==> config.mk <==
export PLATFORM = sky130hd
export DESIGN_NAME = frc_top
export DESIGN_NICKNAME = d
export VERILOG_FILES = /design/src/verilog/frc_busy_timer.v /design/src/verilog/frc_top.v
export VERILOG_INCLUDE_DIRS = /design/src /design/src/verilog
export SDC_FILE = /design/constraint.sdc
export NUM_CORES = 1
export LEC_CHECK = 0
export BUFFER_PORTS_ARGS = -buffer_cell sky130_fd_sc_hd__buf_2
export CAP_MARGIN = 20
export CORE_MARGIN = 5
export CORE_UTILIZATION = 50
export DETAILED_ROUTE_END_ITERATION = 10
export GPL_TIMING_DRIVEN = 0
export PLACE_DENSITY = 0.68
export SLEW_MARGIN = 20
export SYNTH_ARGS = -nofsm -noshare
export SYNTH_HDL_FRONTEND = slang
export SYNTH_SLANG_ARGS = --single-unit
==> constraint.sdc <==
create_clock -name clk -period 8.28 [get_ports clk]
set_input_delay 0.414 -clock clk [delete_from_list [all_inputs] [get_ports clk]]
set_output_delay 0.414 -clock clk [all_outputs]
set_load 0.005 [all_outputs]
==> src/verilog/frc_consts.vh <==
// Constants for the flash register command handler.
`ifndef FRC_CONSTS_VH
`define FRC_CONSTS_VH
// ----------------------------------------
// Command codes
// ----------------------------------------
`define FRC_CMD_WREN 8'h06
`define FRC_CMD_RDSR 8'h05
`define FRC_CMD_WRSR 8'h01
`define FRC_CMD_RDFSR 8'h70
`define FRC_CMD_RDVCR 8'h85
`define FRC_CMD_WRVCR 8'h81
`define FRC_CMD_RDEVCR 8'h65
`define FRC_CMD_WREVCR 8'h61
`define FRC_CMD_RDNVCR 8'hb5
`define FRC_CMD_WRNVCR 8'hb1
`define FRC_CMD_RDEAR 8'hc8
`define FRC_CMD_WREAR 8'hc5
`define FRC_CMD_RDLOCK 8'he8
`define FRC_CMD_WRLOCK 8'he5
// ----------------------------------------
// Reset values, field masks and positions
// ----------------------------------------
`define FRC_SR_RST 8'h00
`define FRC_SR_WMASK 8'hfc
`define FRC_VCR_RST 8'hfb
`define FRC_VCR_WMASK 8'hfb
`define FRC_EVCR_RST 8'hdf
`define FRC_EAR_RST 8'h00
`define FRC_EAR_WMASK 8'h01
`define FRC_NVCR_RST 16'hffff
`define FRC_FSR_PEC_BIT 7
`define FRC_LOCK_DOWN_BIT 1
`define FRC_LOCK_WRITE_BIT 0
`define FRC_SR_WEL_BIT 1
`define FRC_SR_WIP_BIT 0
// ----------------------------------------
// Timing: clock 100 ns; times in ns
// ----------------------------------------
`define FRC_CLK_NS 100
`define FRC_STATUS_WRITE_TIME_NS 1300000
`define FRC_NONVOLATILE_CFG_WRITE_TIME_NS 3000000
`define FRC_STATUS_WRITE_CYC ((`FRC_STATUS_WRITE_TIME_NS + `FRC_CLK_NS - 1) / `FRC_CLK_NS)
`define FRC_NVCFG_WRITE_CYC \
  ((`FRC_NONVOLATILE_CFG_WRITE_TIME_NS + `FRC_CLK_NS - 1) / `FRC_CLK_NS)
`endif

==> src/verilog/frc_busy_timer.v <==
// Self-timed busy counter for status and nonvolatile configuration writes.
module frc_busy_timer #(
  parameter CW = 24
) (
  input wire clk,
  input wire rst,
  input wire start,
  input wire [CW-1:0] load,
  output reg busy_q
);
  // Remaining cycles of the current self-timed operation.
  reg [CW-1:0] cnt_q;

  // Load on start, count down to zero, then drop busy.
  always @(posedge clk) begin
    if (rst) begin
      cnt_q <= {CW{1'b0}};
      busy_q <= 1'b0;
    end else if (start) begin
      cnt_q <= load;
      busy_q <= 1'b1;
    end else if (busy_q) begin
      if (cnt_q <= {{(CW-1){1'b0}}, 1'b1}) begin
        busy_q <= 1'b0;
        cnt_q <= {CW{1'b0}};
      end else begin
        cnt_q <= cnt_q - {{(CW-1){1'b0}}, 1'b1};
      end
    end
  end
endmodule

==> src/verilog/frc_top.v <==
// Register command handler of a serial NOR flash behind its SPI pins.
`include "frc_consts.vh"

// Overview of operation
// - Single, dual, quad line widths both directions.
// - Continuous reads repeat the same register byte.
// - Chip select high ends read, releases lines.
// - Writes ignored unless write enable latch set.
// - Status write starts timed busy on deselect.
// - Status write changes only bits 7:2.
// - Protect pin gates status register writes.
// - Controller flag zero while timed write runs.
// - Nonvolatile write: sixteen bits, then timed busy.
// - Volatile register writes apply immediately.
// - Reserved bits keep value on writes.
// - Reset-pin variant skips enable for address writes.
// - Lock read takes address bits on rising edge.
// - Lock data shifts out on falling edges.
// - Lock read rejected while a cycle runs.
// - Lock-down bit clear at power-up, freezes lock bits.
// - Sector write lock blocks program and erase.
// - Controller flag is flag status bit 7.
module frc_top #(
  parameter HAS_RESET_PIN = 0,
  parameter SECTORS = 4,
  parameter SECT_BITS = 2,
  parameter ADDR_BYTES = 3,
  parameter [23:0] SW_CYC = `FRC_STATUS_WRITE_CYC,
  parameter [23:0] NV_CYC = `FRC_NVCFG_WRITE_CYC
) (
  input wire clk,
  input wire rst,
  input wire cs_n,
  input wire sclk,
  input wire [3:0] dq_in,
  output reg [3:0] dq_out_q,
  output reg [3:0] dq_oe_q,
  input wire wp_n,
  input wire dual_mode,
  input wire quad_mode,
  input wire [SECT_BITS-1:0] pe_sector,
  output reg pe_blocked_q,
  output reg ready_q,
  output reg [7:0] vcr_q,
  output reg [7:0] evcr_q,
  output reg [7:0] ear_q,
  output reg [15:0] nvcr_q
);
  // ----------------------------------------
  // Pin synchronisers
  // ----------------------------------------
  // Two flops per pin; only the second stage is looked at by logic.
  reg [6:0] s1_q;
  reg [6:0] s2_q;
  reg sclk_d1_q;
  always @(posedge clk) begin
    if (rst) begin
      s1_q <= 7'h7f;
      s2_q <= 7'h7f;
      sclk_d1_q <= 1'b0;
    end else begin
      s1_q <= {wp_n, cs_n, sclk, dq_in};
      s2_q <= s1_q;
      sclk_d1_q <= s2_q[4];
    end
  end
  wire cs_s = s2_q[5];
  wire sclk_s = s2_q[4];
  wire wp_s = s2_q[6];
  wire [3:0] din_s = s2_q[3:0];
  wire rise = sclk_s & ~sclk_d1_q;
  wire fall = ~sclk_s & sclk_d1_q;

  // ----------------------------------------
  // Frame state
  // ----------------------------------------
  localparam ST_CMD = 3'h0;
  localparam ST_ADDR = 3'h1;
  localparam ST_DOUT = 3'h2;
  localparam ST_DIN = 3'h3;
  localparam ST_IGN = 3'h4;

  reg [2:0] st_q;
  reg [7:0] cmd_q;     // Latched command code.
  reg [15:0] sh_q;     // Incoming shift register.
  reg [5:0] bits_q;    // Bits taken in the current field.
  reg [7:0] obyte_q;   // Byte being repeated out.
  reg [2:0] opos_q;    // Next output bit position.
  reg [7:0] sr_q;      // Status register.
  reg [SECTORS*2-1:0] lock_q; // Two lock bits per sector.
  reg [SECT_BITS-1:0] lsel_q; // Sector chosen by the lock address.
  reg [31:0] addr_q;
  reg cs_d1_q;

  // Address with the current clock's lines shifted in.
  // The sector must come from this value, since the last bits arrive on the final edge.
  wire [31:0] addr_nx = quad_mode ? {addr_q[27:0], din_s} :
                        dual_mode ? {addr_q[29:0], din_s[1:0]} : {addr_q[30:0], din_s[0]};

  // Lines per clock from the protocol mode.
  wire [2:0] step = quad_mode ? 3'h4 : (dual_mode ? 3'h2 : 3'h1);
  wire [5:0] step6 = {3'h0, step};

  // Shifted-in byte merged with the current clock's lines.
  reg [7:0] nb;
  // Upper byte of the sixteen-bit shift, so an earlier data byte survives.
  reg [7:0] nh;
  always @* begin
    case (step)
      3'h4: begin
        nb = {sh_q[3:0], din_s};
        nh = sh_q[11:4];
      end
      3'h2: begin
        nb = {sh_q[5:0], din_s[1:0]};
        nh = sh_q[13:6];
      end
      default: begin
        nb = {sh_q[6:0], din_s[0]};
        nh = sh_q[14:7];
      end
    endcase
  end

  // Timed busy flags from the shared counter.
  wire busy;
  reg tstart_q;
  reg [23:0] tload_q;
  frc_busy_timer #(.CW(24)) u_timer (
    .clk(clk),
    .rst(rst),
    .start(tstart_q),
    .load(tload_q),
    .busy_q(busy)
  );

  wire wel = sr_q[`FRC_SR_WEL_BIT];
  // Read value of the selected sector's lock byte; bits 7:2 forced zero.
  wire [7:0] lock_rd = {6'h00, lock_q[lsel_q*2 +: 2]};
  wire [7:0] fsr = {~busy, 7'h00};

  // Byte that a read command returns; one byte repeated for most.
  function [7:0] rd_byte;
    input [7:0] c;
    begin
      case (c)
        `FRC_CMD_RDSR: rd_byte = {sr_q[7:1], busy};
        `FRC_CMD_RDFSR: rd_byte = fsr;
        `FRC_CMD_RDVCR: rd_byte = vcr_q;
        `FRC_CMD_RDEVCR: rd_byte = evcr_q;
        `FRC_CMD_RDEAR: rd_byte = ear_q;
        `FRC_CMD_RDNVCR: rd_byte = nvcr_q[7:0];
        default: rd_byte = lock_rd;
      endcase
    end
  endfunction

  // ----------------------------------------
  // Command, address and data phases
  // ----------------------------------------
  // One process owns the frame so that edge order is clear.
  always @(posedge clk) begin
    if (rst) begin
      st_q <= ST_CMD;
      cmd_q <= 8'h00;
      sh_q <= 16'h0000;
      bits_q <= 6'h00;
      obyte_q <= 8'h00;
      opos_q <= 3'h7;
      sr_q <= `FRC_SR_RST;
      vcr_q <= `FRC_VCR_RST;
      evcr_q <= `FRC_EVCR_RST;
      ear_q <= `FRC_EAR_RST;
      nvcr_q <= `FRC_NVCR_RST;
      lock_q <= {SECTORS*2{1'b0}};
      lsel_q <= {SECT_BITS{1'b0}};
      addr_q <= 32'h0;
      dq_out_q <= 4'h0;
      dq_oe_q <= 4'h0;
      cs_d1_q <= 1'b1;
      tstart_q <= 1'b0;
      tload_q <= 24'h0;
    end else begin
      cs_d1_q <= cs_s;
      tstart_q <= 1'b0;
      if (cs_s) begin
        // Deselected: release lines, start timed writes on the rising select.
        dq_oe_q <= 4'h0;
        st_q <= ST_CMD;
        bits_q <= 6'h00;
        if (!cs_d1_q && st_q == ST_DIN && wel && !busy) begin
          if (cmd_q == `FRC_CMD_WRSR && bits_q == 6'h08 && wp_s) begin
            sr_q <= (sr_q & ~`FRC_SR_WMASK) | (sh_q[7:0] & `FRC_SR_WMASK);
            sr_q[`FRC_SR_WEL_BIT] <= 1'b0;
            tload_q <= SW_CYC;
            tstart_q <= 1'b1;
          end else if (cmd_q == `FRC_CMD_WRNVCR && bits_q == 6'h10) begin
            nvcr_q <= {sh_q[7:0], sh_q[15:8]};
            sr_q[`FRC_SR_WEL_BIT] <= 1'b0;
            tload_q <= NV_CYC;
            tstart_q <= 1'b1;
          end
        end
      end else if (rise) begin
        case (st_q)
          ST_CMD: begin
            sh_q <= {8'h00, nb};
            if (bits_q + step6 >= 6'h08) begin
              bits_q <= 6'h00;
              cmd_q <= nb;
              case (nb)
                `FRC_CMD_WREN: begin
                  if (!busy) sr_q[`FRC_SR_WEL_BIT] <= 1'b1;
                  st_q <= ST_IGN;
                end
                `FRC_CMD_RDLOCK: st_q <= busy ? ST_IGN : ST_ADDR;
                `FRC_CMD_WRLOCK: st_q <= ST_ADDR;
                `FRC_CMD_RDSR, `FRC_CMD_RDFSR, `FRC_CMD_RDVCR, `FRC_CMD_RDEVCR,
                `FRC_CMD_RDEAR, `FRC_CMD_RDNVCR: begin
                  obyte_q <= rd_byte(nb);
                  opos_q <= 3'h7;
                  st_q <= ST_DOUT;
                end
                `FRC_CMD_WRSR, `FRC_CMD_WRNVCR, `FRC_CMD_WRVCR, `FRC_CMD_WREVCR,
                `FRC_CMD_WREAR: st_q <= ST_DIN;
                default: st_q <= ST_IGN;
              endcase
            end else begin
              bits_q <= bits_q + step6;
            end
          end
          ST_ADDR: begin
            // Address bits are taken on the rising clock edge.
            addr_q <= addr_nx;
            bits_q <= bits_q + step6;
            if (bits_q + step6 >= ADDR_BYTES * 8) begin
              bits_q <= 6'h00;
              lsel_q <= addr_nx[14 +: SECT_BITS];
              if (cmd_q == `FRC_CMD_RDLOCK) begin
                obyte_q <= {6'h00, lock_q[addr_nx[14 +: SECT_BITS]*2 +: 2]};
                opos_q <= 3'h7;
                st_q <= ST_DOUT;
              end else begin
                st_q <= ST_DIN;
              end
            end
          end
          ST_DIN: begin
            // Whole sixteen-bit shift: the first byte ends up in the upper half.
            sh_q <= {nh, nb};
            if ({3'h0, bits_q[2:0]} + step6 >= 6'h08) begin
              // Latch the first data byte only; immediate registers apply here.
              bits_q <= (bits_q[4:3] + 2'h1) == 2'h0 ? bits_q : {bits_q[5:3] + 3'h1, 3'h0};
              if (bits_q < 6'h08) begin
                if (wel && !busy) begin
                  case (cmd_q)
                    `FRC_CMD_WRVCR: begin
                      vcr_q <= (vcr_q & ~`FRC_VCR_WMASK) | (nb & `FRC_VCR_WMASK);
                      sr_q[`FRC_SR_WEL_BIT] <= 1'b0;
                    end
                    `FRC_CMD_WREVCR: begin
                      evcr_q <= nb;
                      sr_q[`FRC_SR_WEL_BIT] <= 1'b0;
                    end
                    `FRC_CMD_WRLOCK: begin
                      if (!lock_q[lsel_q*2 + `FRC_LOCK_DOWN_BIT])
                        lock_q[lsel_q*2 +: 2] <= nb[1:0];
                      sr_q[`FRC_SR_WEL_BIT] <= 1'b0;
                    end
                    default: ;
                  endcase
                end
                if (cmd_q == `FRC_CMD_WREAR && !busy &&
                    (wel || HAS_RESET_PIN != 0)) begin
                  ear_q <= (ear_q & ~`FRC_EAR_WMASK) | (nb & `FRC_EAR_WMASK);
                  sr_q[`FRC_SR_WEL_BIT] <= 1'b0;
                end
              end
            end else begin
              bits_q <= bits_q + step6;
            end
          end
          default: ;
        endcase
      end else if (fall && st_q == ST_DOUT) begin
        // Output changes on the falling edge; byte repeats while selected.
        if (step == 3'h4) begin
          dq_out_q <= opos_q[2] ? obyte_q[7:4] : obyte_q[3:0];
          dq_oe_q <= 4'hf;
          opos_q <= opos_q[2] ? 3'h3 : 3'h7;
        end else if (step == 3'h2) begin
          dq_out_q <= {2'h0, obyte_q[opos_q -: 2]};
          dq_oe_q <= 4'h3;
          opos_q <= opos_q - 3'h2;
        end else begin
          dq_out_q <= {2'h0, obyte_q[opos_q], 1'b0};
          dq_oe_q <= 4'h2;
          opos_q <= opos_q - 3'h1;
        end
        if (cmd_q == `FRC_CMD_RDSR || cmd_q == `FRC_CMD_RDFSR)
          obyte_q <= rd_byte(cmd_q);
      end
    end
  end

  // ----------------------------------------
  // Status outputs
  // ----------------------------------------
  // Program/erase gating and ready both come from flops.
  always @(posedge clk) begin
    if (rst) begin
      pe_blocked_q <= 1'b0;
      ready_q <= 1'b1;
    end else begin
      pe_blocked_q <= lock_q[pe_sector*2 + `FRC_LOCK_WRITE_BIT];
      ready_q <= ~busy;
    end
  end
endmodule

Word-level counts from Yosys, hierarchy flattened
Index checks and enable logic that the tools add are counted.
{ "classes": {"eq_ne": 51, "bitwise_logic": 13, "n_lt_le_gt_ge": 8, "mux": 75, "n_shift": 5, "n_reduce_logical": 47, "n_addsub": 10} }
{ "op_table": {"columns": ["operator", "n"], "rows": [
  ["8-bit == test (second input constant)", 16],
  ["24-bit two-way mux", 5],
  ["8-bit one-hot mux with 6 select lines", 2],
  ["8-bit two-way mux", 7],
  ["8-bit by 7-bit == test with 1-bit output (second input constant)", 6],
  ["8-bit one-hot mux with 2 select lines", 3],
  ["3-bit two-way mux", 13],
  ["3-bit negator with 34-bit output", 1],
  ["2-bit by 34-bit variable shift with 8-bit output (first input constant)", 1],
  ["2-bit by 34-bit variable part select with 8-bit output", 1],
  ["16-bit two-way mux", 2],
  ["16-bit one-hot mux with 2 select lines", 1],
  ["8-bit by 3-bit == test with 1-bit output (second input constant)", 3],
  ["24-bit by 1-bit less-or-equal comparator with 1-bit output (second input constant)", 1],
  ["6-bit two-way mux", 4],
  ["24-bit by 1-bit subtractor with 24-bit output (second input constant)", 1],
  ["1-bit two-way mux", 23],
  ["7-bit AND reduction", 3],
  ["3-bit != test (second input constant)", 6],
  ["6-bit one-hot mux with 3 select lines", 1],
  ["3-bit AND reduction", 6],
  ["8-bit by 1-bit == test with 1-bit output (second input constant)", 2],
  ["4-bit AND reduction", 4],
  ["8-bit AND reduction", 2],
  ["other kinds (54)", 95]
]} }
{ "word_totals": {"inputBits": 13, "wordCells": 236, "regBits": 193, "out_inout_bits": 50} }

Logic depth before layout (Yosys ltp)
{ "depth": {"depth_word": 10, "mapped_depth": 14} }

Hierarchy
From an unflattened synthesis, not the netlist that was laid out.
{ "hier_totals": {"hier_cells": 1078, "hier_area_um2": 8959.8} }
{ "by_module_without_submodules": {"columns": ["mod", "instances", "area_per_inst_um2", "cells_each"], "rows": [
  ["frc_top", 1, 7365.8, 877],
  ["frc_busy_timer", 1, 1594.0, 201]
]} }

Worst setup path before layout
Ideal clock, no wire load.
{ "synth_path": {"path_type": "input -> register", "start": "input quad_mode", "end": "register opos_q[1]", "slack_ps": 4893, "n_path_buf": 2, "t_arrival_ps": 3263, "setup_ps": 123, "required_time_ps": 8157, "cell_stages": 13, "cell_sequence": "buf_2 buf_1 nor2b_1 inv_1 fa_1 nor2b_1 o21ai_0 a311o_1 a22oi_1 a311o_1 or3_1 a21oi_1 or2_2"} }
{ "synth_via": {"elab_chain_cells": 7, "word_cells_on_any_way": 23} }
{ "synth_rtl": {"columns": ["element", "line_no", "text"], "rows": [
  ["from (decl)", "frc_top.v:40", "input wire quad_mode,"],
  ["3-bit two-way mux (*)", "frc_top.v:101", "wire [2:0] step = quad_mode ? 3'h4 : (dual_mode ? 3'h2 : 3'h1);"],
  ["parallel branches: the longest is 6 deep, another holds 6-bit by 3-bit adder with 7-bit output", null, null],
  ["to (signal assigned)", "frc_top.v:290", "opos_q <= opos_q[2] ? 3'h3 : 3'h7;"],
  ["to (signal assigned)", "frc_top.v:294", "opos_q <= opos_q - 3'h2;"],
  ["to (signal assigned)", "frc_top.v:298", "opos_q <= opos_q - 3'h1;"],
  ["to (decl)", "frc_top.v:88", "reg [2:0] opos_q;"]
]} }
Mark *: on every way between the ends. The select of a mux whose other input is x is not followed.
A chain may end at the register's enable or synchronous reset.

Final worst setup path
Same ends and word-level chain as after synthesis.

==> impl_metrics.toml <==
[run_status]
status = "completed"

[setup_path]
start_kind = "primary input"
r2r_slack_ns = 4.70
cp.arrival_ns = 4.36
slowest_delay_ns = 0.66
critPathRequiredTime_ns = 8.60
critPathSlowestCell = "a22oi_1"
crit_path_cell_trace = "buf_2 -> buf_2 -> buf_1 -> nor2b_1 -> inv_1 -> fa_1 -> nor2b_1 -> o21ai_0 -> a311o_1 -> a22oi_1 -> a311o_1 -> or3_1 -> a21oi_1 -> or2_2"
cp_max_fo = 10
cp_top_family = "compound AO/OA/AOI/OAI gates"
endpoint_kind = "flip-flop"
crit_buf_inv = 4
reg2reg_from = "st_q[1]"
critical_path_class = "primary input to flip-flop"
reg2reg_depth = 8
crit_start = "quad_mode"
r2r-end = "lock_q[2]"

[global_route]
grt_max_degree = 17
grt_pass1_vias = 7695
gr-total-overflow = 0
grtUsageTotal_pct = 26.3
antenna_found_initial = 0
grt_pass1_wl_mm = 41.6

[clock_tree]
ctsResizeCount = 0
clk_pin_slew_ns = 0.07
cts_num_sinks = 162
cts_made_buffers = 17
cts_tree = "built"
clockRootBuffer = "clkbuf_16"
cts.path.max_buffers = 2
cts_max_level = 4
post_cts_buffers = 0
hold_buffers = 0
worstSkewPairLatency_ns = 0.44

[die]
die_height_um = 140
die_w_um = 140
rows = 47
core_area_um2 = 16600
ios = 63
die-area_um2 = 19700
initial_core_util_pct = 51.0

[final_layout]
layout_common_cells = "nor2_1 (164), dfxtp_1 (162), nand2_1 (110)"
drive_gt1_share_pct = 12.5
final_common_cell = "nor2_1"
syn_to_final_growth_pct = 13.9
diodes = 0
num-nets-final = 1170

[detailed_routing]
drt_wl_total_mm = 25.7
drt_pass1_iterations = 5
wire_per_inst_um = 18.7
remaining_drc_errors = 0
drtIter0Drc = 878
vias = 8174
viasPerCell = 5.94
ant_nets = 0

[placement]
gp_congestion = 0.934
dp_hpwl_mm = 18.6
io_buffers = 52
place_ws_ns = 3.89

[worst_hold_path]
min_to = "s1_q[1]"
hold_path.class = "primary input to flip-flop"
hold_depth = 2
min_from = "dq_in[1]"

[power_and_ir_drop]
power_frac_seq_pct = 46.4
p_leak_nw = 3.82
irDropWorstVdd_v = 0.000150
power.share.clock_pct = 48.6
pwr_density_cell_nw_per_um2 = 175
p_comb_share_pct = 5.0
internal_power_mw = 1.29
p_sw_uw = 402
swShare_pct = 23.7

[yosys]
synth-main-ff-cell = "dfxtp_1"
synth-seq-cells = 162
yosysWarnings = 0
avgSynthCellArea_um2 = 7.97
synthDistinctLibCells = 69
ys_seq_area_share_pct = 38.2
synth_edf_count = 0
synth_cells = 1066
ys_async_sr_fraction_pct = 0
synth_area_um2 = 8500

[timing]
fin_crit_ns = 4.03
rsz0062_at_grt = "no"
hold_viol_final = 0
fmax_mhz = 248
timing.final.crit_share_pct = 48.7
hold_ws_ns = 0.154
slew_violations = 0
setup_viol_count_final = 0
setup_slack_ns = 4.25
max_slew_margin_pct = 35.2
tightest_slew_ns = 0.963
skew_ns = 0.0112
fin_setup_tns_ns = 0

[flow_run]
max_cap_viol_count = 0
[metrics by stage]
step / std cells / utilization, % / power [mW] / instance area, um2
floorplan: 1073 / - / 0.858 / 8520
global placement: 1345 / 54.4 / 0.887 / 9060
detailed placement: 1345 / 54.5 / 0.887 / 9060
CTS: 1377 / 58.2 / 1.70 / 9680
global route: 1377 / 58.2 / 1.75 / 9680
finish: 1377 / 58.2 / 1.70 / 9680
[power by group through the flow]
stage | Clock (mW) | Combinational, mW | Sequential, mW
floorplan | 0 | 0.0549 | 0.803
global placement | 0 | 0.0824 | 0.804
detailed placement | 0 | 0.0831 | 0.804
CTS | 0.832 | 0.0836 | 0.787
global route | 0.870 | 0.0909 | 0.787
finish | 0.825 | 0.0856 | 0.787
[state kept, by name, indices dropped and copies added (netlist names), 2 cells and up]
register and cells:
sr_q 7, lock_q 8, u_timer.cnt_q 24, sh_q 16, addr_q 15, obyte_q 8
cmd_q 8, bits_q 6, lsel_q 2, s1_q 7, opos_q 3, evcr_q 8
vcr_q 7, s2_q 7, dq_oe_q 3, dq_out_q 4, st_q 3, nvcr_q 16
tload_q 3
[routing by layer]
metal / track usage, % / wire length [um]
met5: 0 / 0
met4: 8.98 / 728
met3: 5.93 / 2130
met2: 41.3 / 11600
met1: 35.9 / 11300
[area by class of cell]
type,count,area [um2]
Fill cell,1596,6960
Multi-Input combinational cell,816,4860
Sequential cell,162,3240
Clock buffer,18,439
Buffer,80,368
Tap cell,220,275
Timing Repair Buffer,52,260
Clock inverter,14,178
Inverter,15,56.3
[worst reg2reg max path, delay by kind of cell (launching register included)]
family        cells  cell delay, ns
buf+inv           1            0.36
flops             1            0.33
mux               1            0.20
simple gates      6            2.56
[synth_stat cells, drive strengths merged (3+ instances only)]
library cell  count  area (um2)
nand4             8        50.1
buf              24         158
nand3            36         180
or4               6        45.0
a22oi            19         143
nand2b           13        81.3
inv              15        56.3
nor4bb            3        30.0
nand4b            3        26.3
a21o              3        22.5
a31oi             8        50.1
nor3             32         160
a211oi           14         105
nor2            164         616
o21ai            38         198
xor2              3        26.3
a32oi             3        26.3
dfxtp           162        3240
o21a              7        52.6
or2              20         125
clkbuf           56         210
o211ai           18         135
mux2i            60         601
nor2b            12        75.1
a21oi           107         536
ha               12         150
and2              6        37.5
nor4             16         121
o311ai            3        26.3
xnor2             6        52.6
nor3b             5        37.5
o211a             5        50.1
nor4b             3        26.3
mux2             10         116
a221oi            6        52.6
and3              8        55.1
a311oi            6        52.6
or3               9        56.3
nand2           110         413
mux4              4        90.1
[kinds of logic after synthesis]
kind of cell	share of synthesized area (%)
multiplexers	9.50
other	0.0441
AND/OR/NAND/NOR	25.5
buffers and inverters	4.99
AO/OA/AOI/OAI	18.9
adder cells (fa/ha/maj)	2.00
flip-flops	38.2
XOR/XNOR	0.928
[worst max path at each step]
stage | end | slack [ns] | depth (start not counted)
final | opos_q[1] | 4.25 | 14
after global routing | opos_q[1] | 4.04 | 14
after CTS | opos_q[1] | 4.33 | 14
after detailed placement | opos_q[1] | 3.89 | 14
after global placement | opos_q[1] | 3.88 | 14
after floorplan | opos_q[1] | 4.89 | 13
(Power assumes the default switching activity.)
